**src/logic/cocc_defines.svh**
```systemverilog
`ifndef COCC_DEFINES_SVH
`define COCC_DEFINES_SVH

// register indices; byte address is four times the index
`define COCC_IDX_DIV       8'h26
`define COCC_IDX_CTL       8'h27
`define COCC_ADDR_DIV      12'h098
`define COCC_ADDR_CTL      12'h09c

`define COCC_DIV_RESET     8'h02
`define COCC_SRC_RESET     2'h0
`define COCC_FMT_RESET     2'h1
`define COCC_SETA_RESET    2'h2
`define COCC_SETB_RESET    2'h0

// field positions inside the control register
`define COCC_SRC_HI        7
`define COCC_SRC_LO        6
`define COCC_FMT_HI        5
`define COCC_FMT_LO        4
`define COCC_SETA_HI       3
`define COCC_SETA_LO       2
`define COCC_SETB_HI       1
`define COCC_SETB_LO       0

`define COCC_ADDR_W        12
`define COCC_NUM_SRC       4
`define COCC_SYNC_DEPTH    3

`endif

```
**src/logic/cocc_pkg.sv**
```systemverilog
package cocc_pkg;

	typedef enum logic [1:0] {
		COCC_SRC_SYNTH_ONE = 2'h0,
		COCC_SRC_SYNTH_TWO = 2'h1,
		COCC_SRC_REF_PRI   = 2'h2,
		COCC_SRC_REF_SEC   = 2'h3
	} cocc_src_t;

	typedef enum logic [1:0] {
		COCC_FMT_OFF  = 2'h0,
		COCC_FMT_DIFF = 2'h1,
		COCC_FMT_HCSL = 2'h2,
		COCC_FMT_CMOS = 2'h3
	} cocc_fmt_t;

	typedef enum logic [1:0] {
		COCC_SET_TRISTATE = 2'h0,
		COCC_SET_LOW      = 2'h1,
		COCC_SET_INVERT   = 2'h2,
		COCC_SET_TRUE     = 2'h3
	} cocc_set_t;

endpackage

```
**src/logic/cocc_divider.sv**
```systemverilog
`timescale 1ns/1ps
`default_nettype none

module cocc_divider (
	input  wire logic       clock,
	input  wire logic       rst,
	input  wire logic       srcLevel,
	input  wire logic       srcRise,
	input  wire logic [7:0] divValue,
	input  wire logic       bypass,
	output logic            divOut
);
	import cocc_pkg::*;

	logic [7:0] count;
	logic [7:0] next_count;
	logic       phase;
	logic       next_phase;

	// ratio is divValue+1 source periods; high for the first half
	always_comb begin
		next_count = count;
		next_phase = phase;
		if (srcRise) begin
			if (count >= divValue) begin
				next_count = 8'h00;
			end else begin
				next_count = count + 8'h01;
			end
			next_phase = (next_count <= (divValue >> 1));
		end
	end

	always_ff @(posedge clock) begin
		if (rst) begin
			count <= 8'h00;
			phase <= 1'b0;
		end else begin
			count <= next_count;
			phase <= next_phase;
		end
	end

	// ratio one and the reference path both pass the source level through
	always_comb begin
		if (bypass || divValue == 8'h00) begin
			divOut = srcLevel;
		end else begin
			divOut = phase;
		end
	end

endmodule

`default_nettype wire

```
**src/logic/cocc_pin_driver.sv**
```systemverilog
`timescale 1ns/1ps
`default_nettype none

module cocc_pin_driver (
	input  wire logic            clock,
	input  wire logic            rst,
	input  wire logic            clkLevel,
	input  wire cocc_pkg::cocc_fmt_t format,
	input  wire cocc_pkg::cocc_set_t setting,
	output logic                 pinOut,
	output logic                 pinOe
);
	import cocc_pkg::*;

	logic next_pinOut;
	logic next_pinOe;

	always_comb begin
		next_pinOut = 1'b0;
		next_pinOe  = 1'b0;
		unique case (format)
			COCC_FMT_OFF: begin
				next_pinOut = 1'b0;
				next_pinOe  = 1'b0;
			end
			COCC_FMT_DIFF, COCC_FMT_HCSL: begin
				// electrical settings have no logic effect here
				next_pinOut = clkLevel;
				next_pinOe  = 1'b1;
			end
			COCC_FMT_CMOS: begin
				unique case (setting)
					COCC_SET_TRISTATE: begin
						next_pinOut = 1'b0;
						next_pinOe  = 1'b0;
					end
					COCC_SET_LOW: begin
						next_pinOut = 1'b0;
						next_pinOe  = 1'b1;
					end
					COCC_SET_INVERT: begin
						next_pinOut = ~clkLevel;
						next_pinOe  = 1'b1;
					end
					COCC_SET_TRUE: begin
						next_pinOut = clkLevel;
						next_pinOe  = 1'b1;
					end
				endcase
			end
		endcase
	end

	always_ff @(posedge clock) begin
		if (rst) begin
			pinOut <= 1'b0;
			pinOe  <= 1'b0;
		end else begin
			pinOut <= next_pinOut;
			pinOe  <= next_pinOe;
		end
	end

endmodule

`default_nettype wire

```
**src/logic/cocc_channel.sv**
```systemverilog
`timescale 1ns/1ps
`default_nettype none
`include "cocc_defines.svh"

// Overview of operation
// - divide by field value plus one
// - divider acts only on synthesizer sources
// - divider field resets to two, ratio three
// - source select picks synth or reference, resets 0
// - reference sources bypass the divider
// - format select off/diff/HCSL/LVCMOS, resets 1
// - setting A drives positive pin, resets 2
// - setting B drives negative pin, resets 0
module cocc_channel (
	input  wire logic        clock,
	input  wire logic        rst,
	input  wire logic        psel,
	input  wire logic        penable,
	input  wire logic        pwrite,
	input  wire logic [11:0] paddr,
	input  wire logic [31:0] pwdata,
	output logic             pready,
	output logic [31:0]      prdata,
	output logic             pslverr,
	input  wire logic        synthOneClk,
	input  wire logic        synthTwoClk,
	input  wire logic        refPriClk,
	input  wire logic        refSecClk,
	output logic             outP,
	output logic             outPOe,
	output logic             outN,
	output logic             outNOe,
	output cocc_pkg::cocc_fmt_t driverFormat
);
	import cocc_pkg::*;

	logic [7:0]  divider;
	logic [7:0]  next_divider;
	cocc_src_t   channelSourceSelect;
	cocc_src_t   next_channelSourceSelect;
	cocc_fmt_t   next_driverFormat;
	cocc_set_t   driverSettingA;
	cocc_set_t   next_driverSettingA;
	cocc_set_t   driverSettingB;
	cocc_set_t   next_driverSettingB;
	logic        next_pready;
	logic [31:0] next_prdata;
	logic        next_pslverr;
	logic        writeHit;
	logic        hitDiv;
	logic        hitCtl;
	logic [7:0]  ctlValue;

	// ---------------------------------------------------------------
	// APB slave: one wait-free access, answer registered at setup
	// ---------------------------------------------------------------
	always_comb begin
		hitDiv   = (paddr == `COCC_ADDR_DIV);
		hitCtl   = (paddr == `COCC_ADDR_CTL);
		writeHit = psel && penable && pready && pwrite;
		ctlValue = {channelSourceSelect, driverFormat,
			driverSettingA, driverSettingB};
	end

	always_comb begin
		next_pready  = psel && !penable;
		next_prdata  = prdata;
		next_pslverr = pslverr;
		if (psel && !penable) begin
			next_pslverr = !(hitDiv || hitCtl);
			if (!pwrite && hitDiv) begin
				next_prdata = {24'h000000, divider};
			end else if (!pwrite && hitCtl) begin
				next_prdata = {24'h000000, ctlValue};
			end else begin
				next_prdata = 32'h00000000;
			end
		end
	end

	always_comb begin
		next_divider             = divider;
		next_channelSourceSelect = channelSourceSelect;
		next_driverFormat        = driverFormat;
		next_driverSettingA      = driverSettingA;
		next_driverSettingB      = driverSettingB;
		if (writeHit && hitDiv) begin
			next_divider = pwdata[7:0];
		end
		if (writeHit && hitCtl) begin
			next_channelSourceSelect = cocc_src_t'(
				pwdata[`COCC_SRC_HI:`COCC_SRC_LO]);
			next_driverFormat = cocc_fmt_t'(
				pwdata[`COCC_FMT_HI:`COCC_FMT_LO]);
			next_driverSettingA = cocc_set_t'(
				pwdata[`COCC_SETA_HI:`COCC_SETA_LO]);
			next_driverSettingB = cocc_set_t'(
				pwdata[`COCC_SETB_HI:`COCC_SETB_LO]);
		end
	end

	always_ff @(posedge clock) begin
		if (rst) begin
			pready  <= 1'b0;
			prdata  <= 32'h00000000;
			pslverr <= 1'b0;
		end else begin
			pready  <= next_pready;
			prdata  <= next_prdata;
			pslverr <= next_pslverr;
		end
	end

	always_ff @(posedge clock) begin
		if (rst) begin
			divider             <= `COCC_DIV_RESET;
			channelSourceSelect <= cocc_src_t'(`COCC_SRC_RESET);
			driverFormat        <= cocc_fmt_t'(`COCC_FMT_RESET);
			driverSettingA      <= cocc_set_t'(`COCC_SETA_RESET);
			driverSettingB      <= cocc_set_t'(`COCC_SETB_RESET);
		end else begin
			divider             <= next_divider;
			channelSourceSelect <= next_channelSourceSelect;
			driverFormat        <= next_driverFormat;
			driverSettingA      <= next_driverSettingA;
			driverSettingB      <= next_driverSettingB;
		end
	end

	// ---------------------------------------------------------------
	// source clocks arrive from other domains: three-stage sampling,
	// a change counts once stages two and three agree
	// ---------------------------------------------------------------
	logic [`COCC_NUM_SRC-1:0] srcRaw;
	logic [`COCC_NUM_SRC-1:0] syncOne;
	logic [`COCC_NUM_SRC-1:0] syncTwo;
	logic [`COCC_NUM_SRC-1:0] syncThree;
	logic [`COCC_NUM_SRC-1:0] srcLevel;
	logic [`COCC_NUM_SRC-1:0] next_srcLevel;
	logic [`COCC_NUM_SRC-1:0] next_syncOne;
	logic [`COCC_NUM_SRC-1:0] next_syncTwo;
	logic [`COCC_NUM_SRC-1:0] next_syncThree;

	always_comb begin
		srcRaw         = {refSecClk, refPriClk, synthTwoClk, synthOneClk};
		next_syncOne   = srcRaw;
		next_syncTwo   = syncOne;
		next_syncThree = syncTwo;
	end

	genvar g;
	generate
		for (g = 0; g < `COCC_NUM_SRC; g = g + 1) begin : gSync
			always_comb begin
				if (syncTwo[g] == syncThree[g]) begin
					next_srcLevel[g] = syncThree[g];
				end else begin
					next_srcLevel[g] = srcLevel[g];
				end
			end
		end
	endgenerate

	always_ff @(posedge clock) begin
		if (rst) begin
			syncOne   <= 4'h0;
			syncTwo   <= 4'h0;
			syncThree <= 4'h0;
			srcLevel  <= 4'h0;
		end else begin
			syncOne   <= next_syncOne;
			syncTwo   <= next_syncTwo;
			syncThree <= next_syncThree;
			srcLevel  <= next_srcLevel;
		end
	end

	// ---------------------------------------------------------------
	// source mux, edge detect and divider
	// ---------------------------------------------------------------
	logic selLevel;
	logic selPrev;
	logic next_selPrev;
	logic selRise;
	logic isReference;
	logic chanClk;

	always_comb begin
		selLevel    = srcLevel[channelSourceSelect];
		selRise     = selLevel && !selPrev;
		next_selPrev = selLevel;
		isReference = (channelSourceSelect == COCC_SRC_REF_PRI) ||
			(channelSourceSelect == COCC_SRC_REF_SEC);
	end

	always_ff @(posedge clock) begin
		if (rst) begin
			selPrev <= 1'b0;
		end else begin
			selPrev <= next_selPrev;
		end
	end

	cocc_divider uDivider (
		.clock    (clock),
		.rst      (rst),
		.srcLevel (selLevel),
		.srcRise  (selRise),
		.divValue (divider),
		.bypass   (isReference),
		.divOut   (chanClk)
	);

	// negative pin of a differential pair carries the complement
	cocc_pin_driver uDrvP (
		.clock    (clock),
		.rst      (rst),
		.clkLevel (chanClk),
		.format   (driverFormat),
		.setting  (driverSettingA),
		.pinOut   (outP),
		.pinOe    (outPOe)
	);

	logic chanClkN;
	always_comb begin
		if (driverFormat == COCC_FMT_CMOS) begin
			chanClkN = chanClk;
		end else begin
			chanClkN = ~chanClk;
		end
	end

	cocc_pin_driver uDrvN (
		.clock    (clock),
		.rst      (rst),
		.clkLevel (chanClkN),
		.format   (driverFormat),
		.setting  (driverSettingB),
		.pinOut   (outN),
		.pinOe    (outNOe)
	);

endmodule

`default_nettype wire

```
**config.mk**
```make
export PLATFORM = sky130hd
export DESIGN_NAME = cocc_channel
export DESIGN_NICKNAME = d
export VERILOG_FILES = /design/src/logic/cocc_pkg.sv /design/src/logic/cocc_divider.sv /design/src/logic/cocc_pin_driver.sv /design/src/logic/cocc_channel.sv
export VERILOG_INCLUDE_DIRS = /design/src /design/src/logic
export SDC_FILE = /design/constraint.sdc
export NUM_CORES = 1
export LEC_CHECK = 0
export BUFFER_PORTS_ARGS = -buffer_cell sky130_fd_sc_hd__clkbuf_2
export CORE_ASPECT_RATIO = 1.4
export CORE_MARGIN = 5
export CORE_UTILIZATION = 30
export CTS_BUF_LIST = sky130_fd_sc_hd__clkbuf_8
export DETAILED_ROUTE_END_ITERATION = 8
export GPL_TIMING_DRIVEN = 0
export SETUP_SLACK_MARGIN = 0.1
export SLEW_MARGIN = 20
export SYNTH_ARGS = -nofsm -noshare
export SYNTH_HDL_FRONTEND = slang
export SYNTH_SLANG_ARGS = --single-unit
```
**constraint.sdc**
```tcl
create_clock -name clock -period 8.6 [get_ports clock]
set_input_delay 1.72 -clock clock [delete_from_list [all_inputs] [get_ports clock]]
set_output_delay 1.72 -clock clock [all_outputs]
set_load 0.01 [all_outputs]
```
**Word-level counts from Yosys, hierarchy flattened**

Index checks and enable logic that the tools add are counted.

- Output and inout port bits: 40
- Bits in registers: 80
- Word-level logic and storage cells: 86
- Input port bits: 53

- Equal/unequal tests: 17
- $add $sub $neg: 1
- Muxes and demuxes: 16
- Order comparisons: 3
- Reduce and logical (&&, ||, !) cells: 25
- Bitwise gates (word level): 2

Operators by type and width:

| operator | count |
|---|---|
| $mux 8 | 4 |
| $eq 12x8->1 const B | 2 |
| $pmux 1 s3 | 6 |
| $eq 2x2->1 const B | 8 |
| $logic_and 1x1->1 | 9 |
| $add 8x1->8 const B | 1 |
| $ge 8x8->1 | 1 |
| $le 8x7->1 | 1 |
| $logic_not 8->1 | 1 |
| $eq 2x1->1 const B | 3 |
| $logic_not 2->1 | 3 |
| $reduce_or 2->1 | 3 |
| $reduce_or 3->1 | 2 |
| $eq 1x1->1 | 4 |
| $logic_not 1->1 | 4 |
| $pmux 1 s2 | 2 |
| $logic_or 1x1->1 | 3 |
| $lt 2x3->1 const B | 1 |
| $mux 1 | 3 |
| $bmux 1 s2 | 1 |
| $not 1->1 | 2 |

**Longest topological paths before layout**

- Depth in word-level cells: 9
- Depth in mapped cells: 14
- Depth with buffers taken out: 12

**Modules after synthesis**

A second synthesis with hierarchy kept.

- Cells, all modules: 330
- Area, all modules: 3,166.8 um2

By module, submodules not included:

| module | cells an instance | area an instance (um2) | times used | sequential area each (um2) |
|---|---|---|---|---|
| cocc_channel | 188 | 1,934.4 | 1 | 860.8 |
| cocc_divider | 118 | 987.2 | 1 | 180.2 |
| cocc_pin_driver | 12 | 122.6 | 2 | 40.0 |

**Worst setup path before layout**

No wires, ideal clock.

- Path kind: input -> register
- Start point: input port paddr[9]
- End point: register driverSettingA[1]
- Required time: 8.473 ns
- Stages on the path: 6
- Data arrival time: 3.105 ns
- Slack: 5.369 ns
- Path buffers: 2
- Library setup time: 0.127 ns
- Path through: or3_1 > buf_2 > or4_1 > buf_2 > mux2i_1 > nand2_1

- Longest elaborated chain between the ends: 2

Ends and longest elaborated chain:

| element | line | RTL |
|---|---|---|
| from (decl) | cocc_channel.sv:20 | `input wire logic [11:0] paddr,` |
| $eq 12x8->1 (no line) | - |  |
| $logic_and 1x1->1 | cocc_channel.sv:90 | `if (writeHit && hitCtl) begin` |
| to (signal assigned) | cocc_channel.sv:119 | `` driverSettingA <= cocc_set_t'(`COCC_SETA_RESET); `` |
| to (signal assigned) | cocc_channel.sv:125 | `driverSettingA <= next_driverSettingA;` |
| to (decl) | cocc_channel.sv:42 | `cocc_set_t driverSettingA;` |

No other way between the ends.
A chain may end at the register's enable or synchronous reset.

**Worst setup path in the final report**

- Start point: register divider[2]
- End point: register uDivider.phase

- Longest elaborated chain between the ends: 4

Ends and longest elaborated chain:

| element | line | RTL |
|---|---|---|
| from (decl) | cocc_channel.sv:37 | `logic [7:0] divider;` |
| from (signal assigned) | cocc_channel.sv:116 | `` divider <= `COCC_DIV_RESET; `` |
| from (signal assigned) | cocc_channel.sv:122 | `divider <= next_divider;` |
| $ge 8x8->1 | cocc_divider.sv:25 | `if (count >= divValue) begin` |
| $mux 8 | cocc_divider.sv:25 |  |
| $mux 8 | cocc_divider.sv:24 | `if (srcRise) begin` |
| $le 8x7->1 * | cocc_divider.sv:30 | `next_phase = (next_count <= (divValue >> 1));` |
| to (signal assigned) | cocc_divider.sv:40 | `phase <= next_phase;` |
| to (decl) | cocc_divider.sv:17 | `logic phase;` |

Every way passes the cells marked *; elsewhere a longest branch is shown, timed or not. The select of a mux whose other input is x is not followed.

==> flow_summary.yaml <==
final_layout:
  n_fill_cell: 986
  nets: 466
  syn2layout_area_growth_pct: 18.6
  diodes: 0
  finalInstanceArea_mm2: 0.00341
  drive_above_1_share: 0.222
drt:
  drtAntennaViolNets: 0
  first_pass_iters: 4
  routedWlPerCell_um: 13.2
  dr_total_vias: 2381
  wl_um: 6670
  dr.first_iter.drc_count: 54
  vias_per_cell: 4.71
  drc_errors: 0
worst_setup_path:
  reg2reg_to: "uDivider.phase$_SDFFE_PP0P_"
  r2r_start: "divider[2]$_SDFFE_PP0P_"
  endpoint: "uDivider.phase$_SDFFE_PP0P_"
  crit_arrival_ns: 3.52
  path_depth: 14
  worst_path_max_delay_cell: "or4_1"
  r2r_slack_ns: 5.29
  crit_buf_inv: 3
  crit_chain: "inv_1 > ha_1 > or4_1 > a21oi_1 > o31a_1 > buf_2 > buf_2 > o21a_1 > ha_1 > a21oi_1 > nor2b_1 > o21ai_0 > a31oi_1 > o41ai_1"
  crit_start: "divider[2]$_SDFFE_PP0P_"
  cp_data_required_time_ns: 8.81
  worstSetupPathType: "reg2reg"
  r2r_cells: 14
  critPathLaunchType: "register"
  path_max_fanout: 10
  crit_path_end_kind: "register"
  cp_slowest_stage_delay_ns: 0.51
  cpLargestDelayFamily: "compound AO/OA/AOI/OAI gates"
timing:
  fin_skew_ns: 0.00626
  tightest_slew_ns: 0.848
  fin_crit_ns: 3.31
  rsz0062_at_grt: "false"
  setup_ws_ns: 5.29
  relSlewSlack: 0.430
  final-max-slew-violation-count: 0
  max_freq_mhz: 302
  setup_viol: 0
  hold_viol: 0
  fin_tns_setup_ns: 0
  timing.final.crit_share: 0.385
global_route:
  grt_usage: 0.119
  antenna_found_initial: 0
  overflow: 0
  grt_max_degree: 20
  grt_pass1_wl_um: 11300
  grt_pass1_vias: 2390
yosys:
  synth_ff_type: "dfxtp_1"
  synthMuxAreaShare: 0.0605
  yosysTopAreaCell: "dfxtp_1"
  synthMostInstantiatedCell: "dfxtp_1"
  yosysSeqAreaShare: 0.390
  avgSynthCellArea_um2: 8.92
  synth_top_area_frac: 0.390
  ys_top_cells_by_count: "dfxtp_1 (56), nor2_1 (28), buf_4 (24), nand2_1 (22)"
  yosysUniqueCellTypes: 44
  syn-cell-area_mm2: 0.00287
  synthSimpleGateAreaFrac: 0.236
  synth_xor_area_frac: 0.00915
  synth_top_family_by_area: "simple AND/OR/NAND/NOR gates"
  synth-edff-count: 0
  synth_compound_area_frac: 0.126
  async_reset_ff_frac: 0
  synthCells: 322
  synth_adder_area_share: 0.0784
  ys_ff_latch: 56
  synth_area_leaders: "dfxtp_1 (39%), ha_1 (7.8%), buf_4 (6.3%)"
  yosysWarnings: 0
placed_design:
  post-place-ws_ns: 5.11
  dpl_cell_area_mm2: 0.00331
  post-dp-hpwl_um: 5280
  gp_congestion: 0.890
  portBuffers: 43
die:
  start_util: 0.305
  die_area_mm2: 0.0117
  coreArea_mm2: 0.00941
  num_rows: 42
  die_y_um: 126
  io_pins: 93
  die_x_um: 92.7
clock_tree:
  root_buffer: "clkbuf_8"
  hold_buffers: 0
  cts_buffers: 5
  cts_setup_buffers: 0
  insertion_delay_ns: 0.31
  post_cts_resized: 0
  cts_num_sinks: 56
  h-tree-depth: 2
  clk_pin_slew_worst_paths_ns: 0.11
  cts_tree: "built"
  cts.path.max_buffers: 2
hold_path:
  hold_path.class: "reg2reg"
pwr:
  ir_drop_uv: 117
  power_density_mw_per_mm2: 150
  p_leak_nw: 1.52
  total_power_mw: 0.513
job:
  maxCapViolCount: 0
outcome:
  outcome: "finished, final reports clean"
==> layer usage <==
layer  vias to the layer above  part of all wire  global-route usage
met5                         -                 0                   0
met4                         0             0.015              0.0336
met3                         9             0.037              0.0155
met2                        49              0.53               0.228
met1                      1100              0.42               0.135
li1                       1223                 -                   -
==> state kept, by name, summed over array words and instances, names as in the netlist, 2 cells and up <==
| name | count |
|---|---|
| driverFormat | 2 |
| next_syncThree | 4 |
| syncThree | 4 |
| prdata | 8 |
| channelSourceSelect | 2 |
| srcLevel | 4 |
| driverSettingB | 2 |
| next_syncTwo | 4 |
| driverSettingA | 2 |
| uDivider.count | 8 |
| divider | 8 |
==> final cells by class <==
cell class | count | area (µm²) | area share
Clock buffer | 5 | 68.8 | 0.0202
Buffer | 37 | 234 | 0.0686
Multi-Input combinational cell | 239 | 1560 | 0.456
Inverter | 13 | 48.8 | 0.0143
Tap cell | 110 | 138 | 0.0404
Sequential cell | 56 | 1120 | 0.329
Timing Repair Buffer | 43 | 215 | 0.0631
Clock inverter | 3 | 27.5 | 0.00808
==> metrics by stage <==
stage                     std cells  hold WS, ns  utilization
after CTS                       506        0.452        0.362
after global routing            506        0.472        0.362
after global placement          498        0.419        0.352
after floorplan                 345        0.414            -
after detailed placement        498        0.426        0.352
final                           506        0.450        0.362
==> power by group <==
| group | internal (mW) | leakage, nW | total, mW | switching (mW) |
|---|---|---|---|---|
| Combinational | 0.0392 | 1.02 | 0.0870 | 0.0478 |
| Sequential | 0.267 | 0.456 | 0.273 | 0.00586 |
| Clock | 0.0600 | 0.0463 | 0.153 | 0.0930 |
| Total | 0.366 | 1.52 | 0.513 | 0.147 |
==> worst reg2reg max path, stage by stage (launching register included) <==
cell and delay (ns):
dfxtp_1 0.42, inv_1 0.09, ha_1 0.21, or4_1 0.51, a21oi_1 0.19, o31a_1 0.17, buf_2 0.20, buf_2 0.25
o21a_1 0.15, ha_1 0.23, a21oi_1 0.16, nor2b_1 0.06, o21ai_0 0.18, a31oi_1 0.11, o41ai_1 0.27
==> cells by family after synthesis <==
group	Yosys count
muxes	16
xor gates and xnor gates	3
and+or+nand+nor	122
DFF	56
AOI/OAI and AO/OA	56
buffers and inverters	50
adders and majority gates	18
other	1
==> layout by cell type (no fill, tap or decap), types with 2 or more instances in the layout <==
| cell type | synthesis | layout |
|---|---|---|
| nand4_1 | 2 | 2 |
| a31oi_1 | 5 | 5 |
| conb_1 | 1 | 24 |
| o21a_1 | 8 | 8 |
| nand2_1 | 22 | 22 |
| inv_1 | 13 | 13 |
| a21o_1 | 2 | 2 |
| a21oi_1 | 13 | 13 |
| ha_1 | 18 | 18 |
| or3_1 | 2 | 2 |
| nand2b_1 | 3 | 3 |
| clkbuf_1 | 9 | 9 |
| nor4_2 | 2 | 2 |
| nor2b_1 | 18 | 18 |
| o211ai_1 | 2 | 2 |
| buf_4 | 24 | 24 |
| nand3_1 | 17 | 17 |
| or4_1 | 2 | 2 |
| dfxtp_1 | 56 | 56 |
| xnor2_1 | 2 | 2 |
| nor4_1 | 2 | 2 |
| buf_2 | 4 | 4 |
| or2_2 | 2 | 2 |
| nor3_1 | 6 | 6 |
| clkbuf_8 | 0 | 5 |
| nor2_1 | 28 | 28 |
| clkbuf_2 | 0 | 43 |
| and2_1 | 9 | 9 |
| o21ai_0 | 13 | 13 |
| a221oi_1 | 8 | 8 |
| mux2i_1 | 14 | 14 |
==> worst min path at each step <==
| stage | slack, ns | to | start | cells after the start |
|---|---|---|---|---|
| after global placement | 0.42 | next_syncThree[0]$_SDFF_PP0_ | next_syncTwo[0]$_SDFF_PP0_ | 1 |
| after detailed placement | 0.43 | next_syncThree[0]$_SDFF_PP0_ | next_syncTwo[0]$_SDFF_PP0_ | 1 |
| after floorplan | 0.41 | next_syncThree[0]$_SDFF_PP0_ | next_syncTwo[0]$_SDFF_PP0_ | 1 |
| final | 0.45 | next_syncThree[0]$_SDFF_PP0_ | next_syncTwo[0]$_SDFF_PP0_ | 1 |
| after global routing | 0.47 | next_syncThree[2]$_SDFF_PP0_ | next_syncTwo[2]$_SDFF_PP0_ | 1 |
| after CTS | 0.45 | next_syncThree[0]$_SDFF_PP0_ | next_syncTwo[0]$_SDFF_PP0_ | 1 |
No activity file was read; power rests on OpenSTA's default activity.
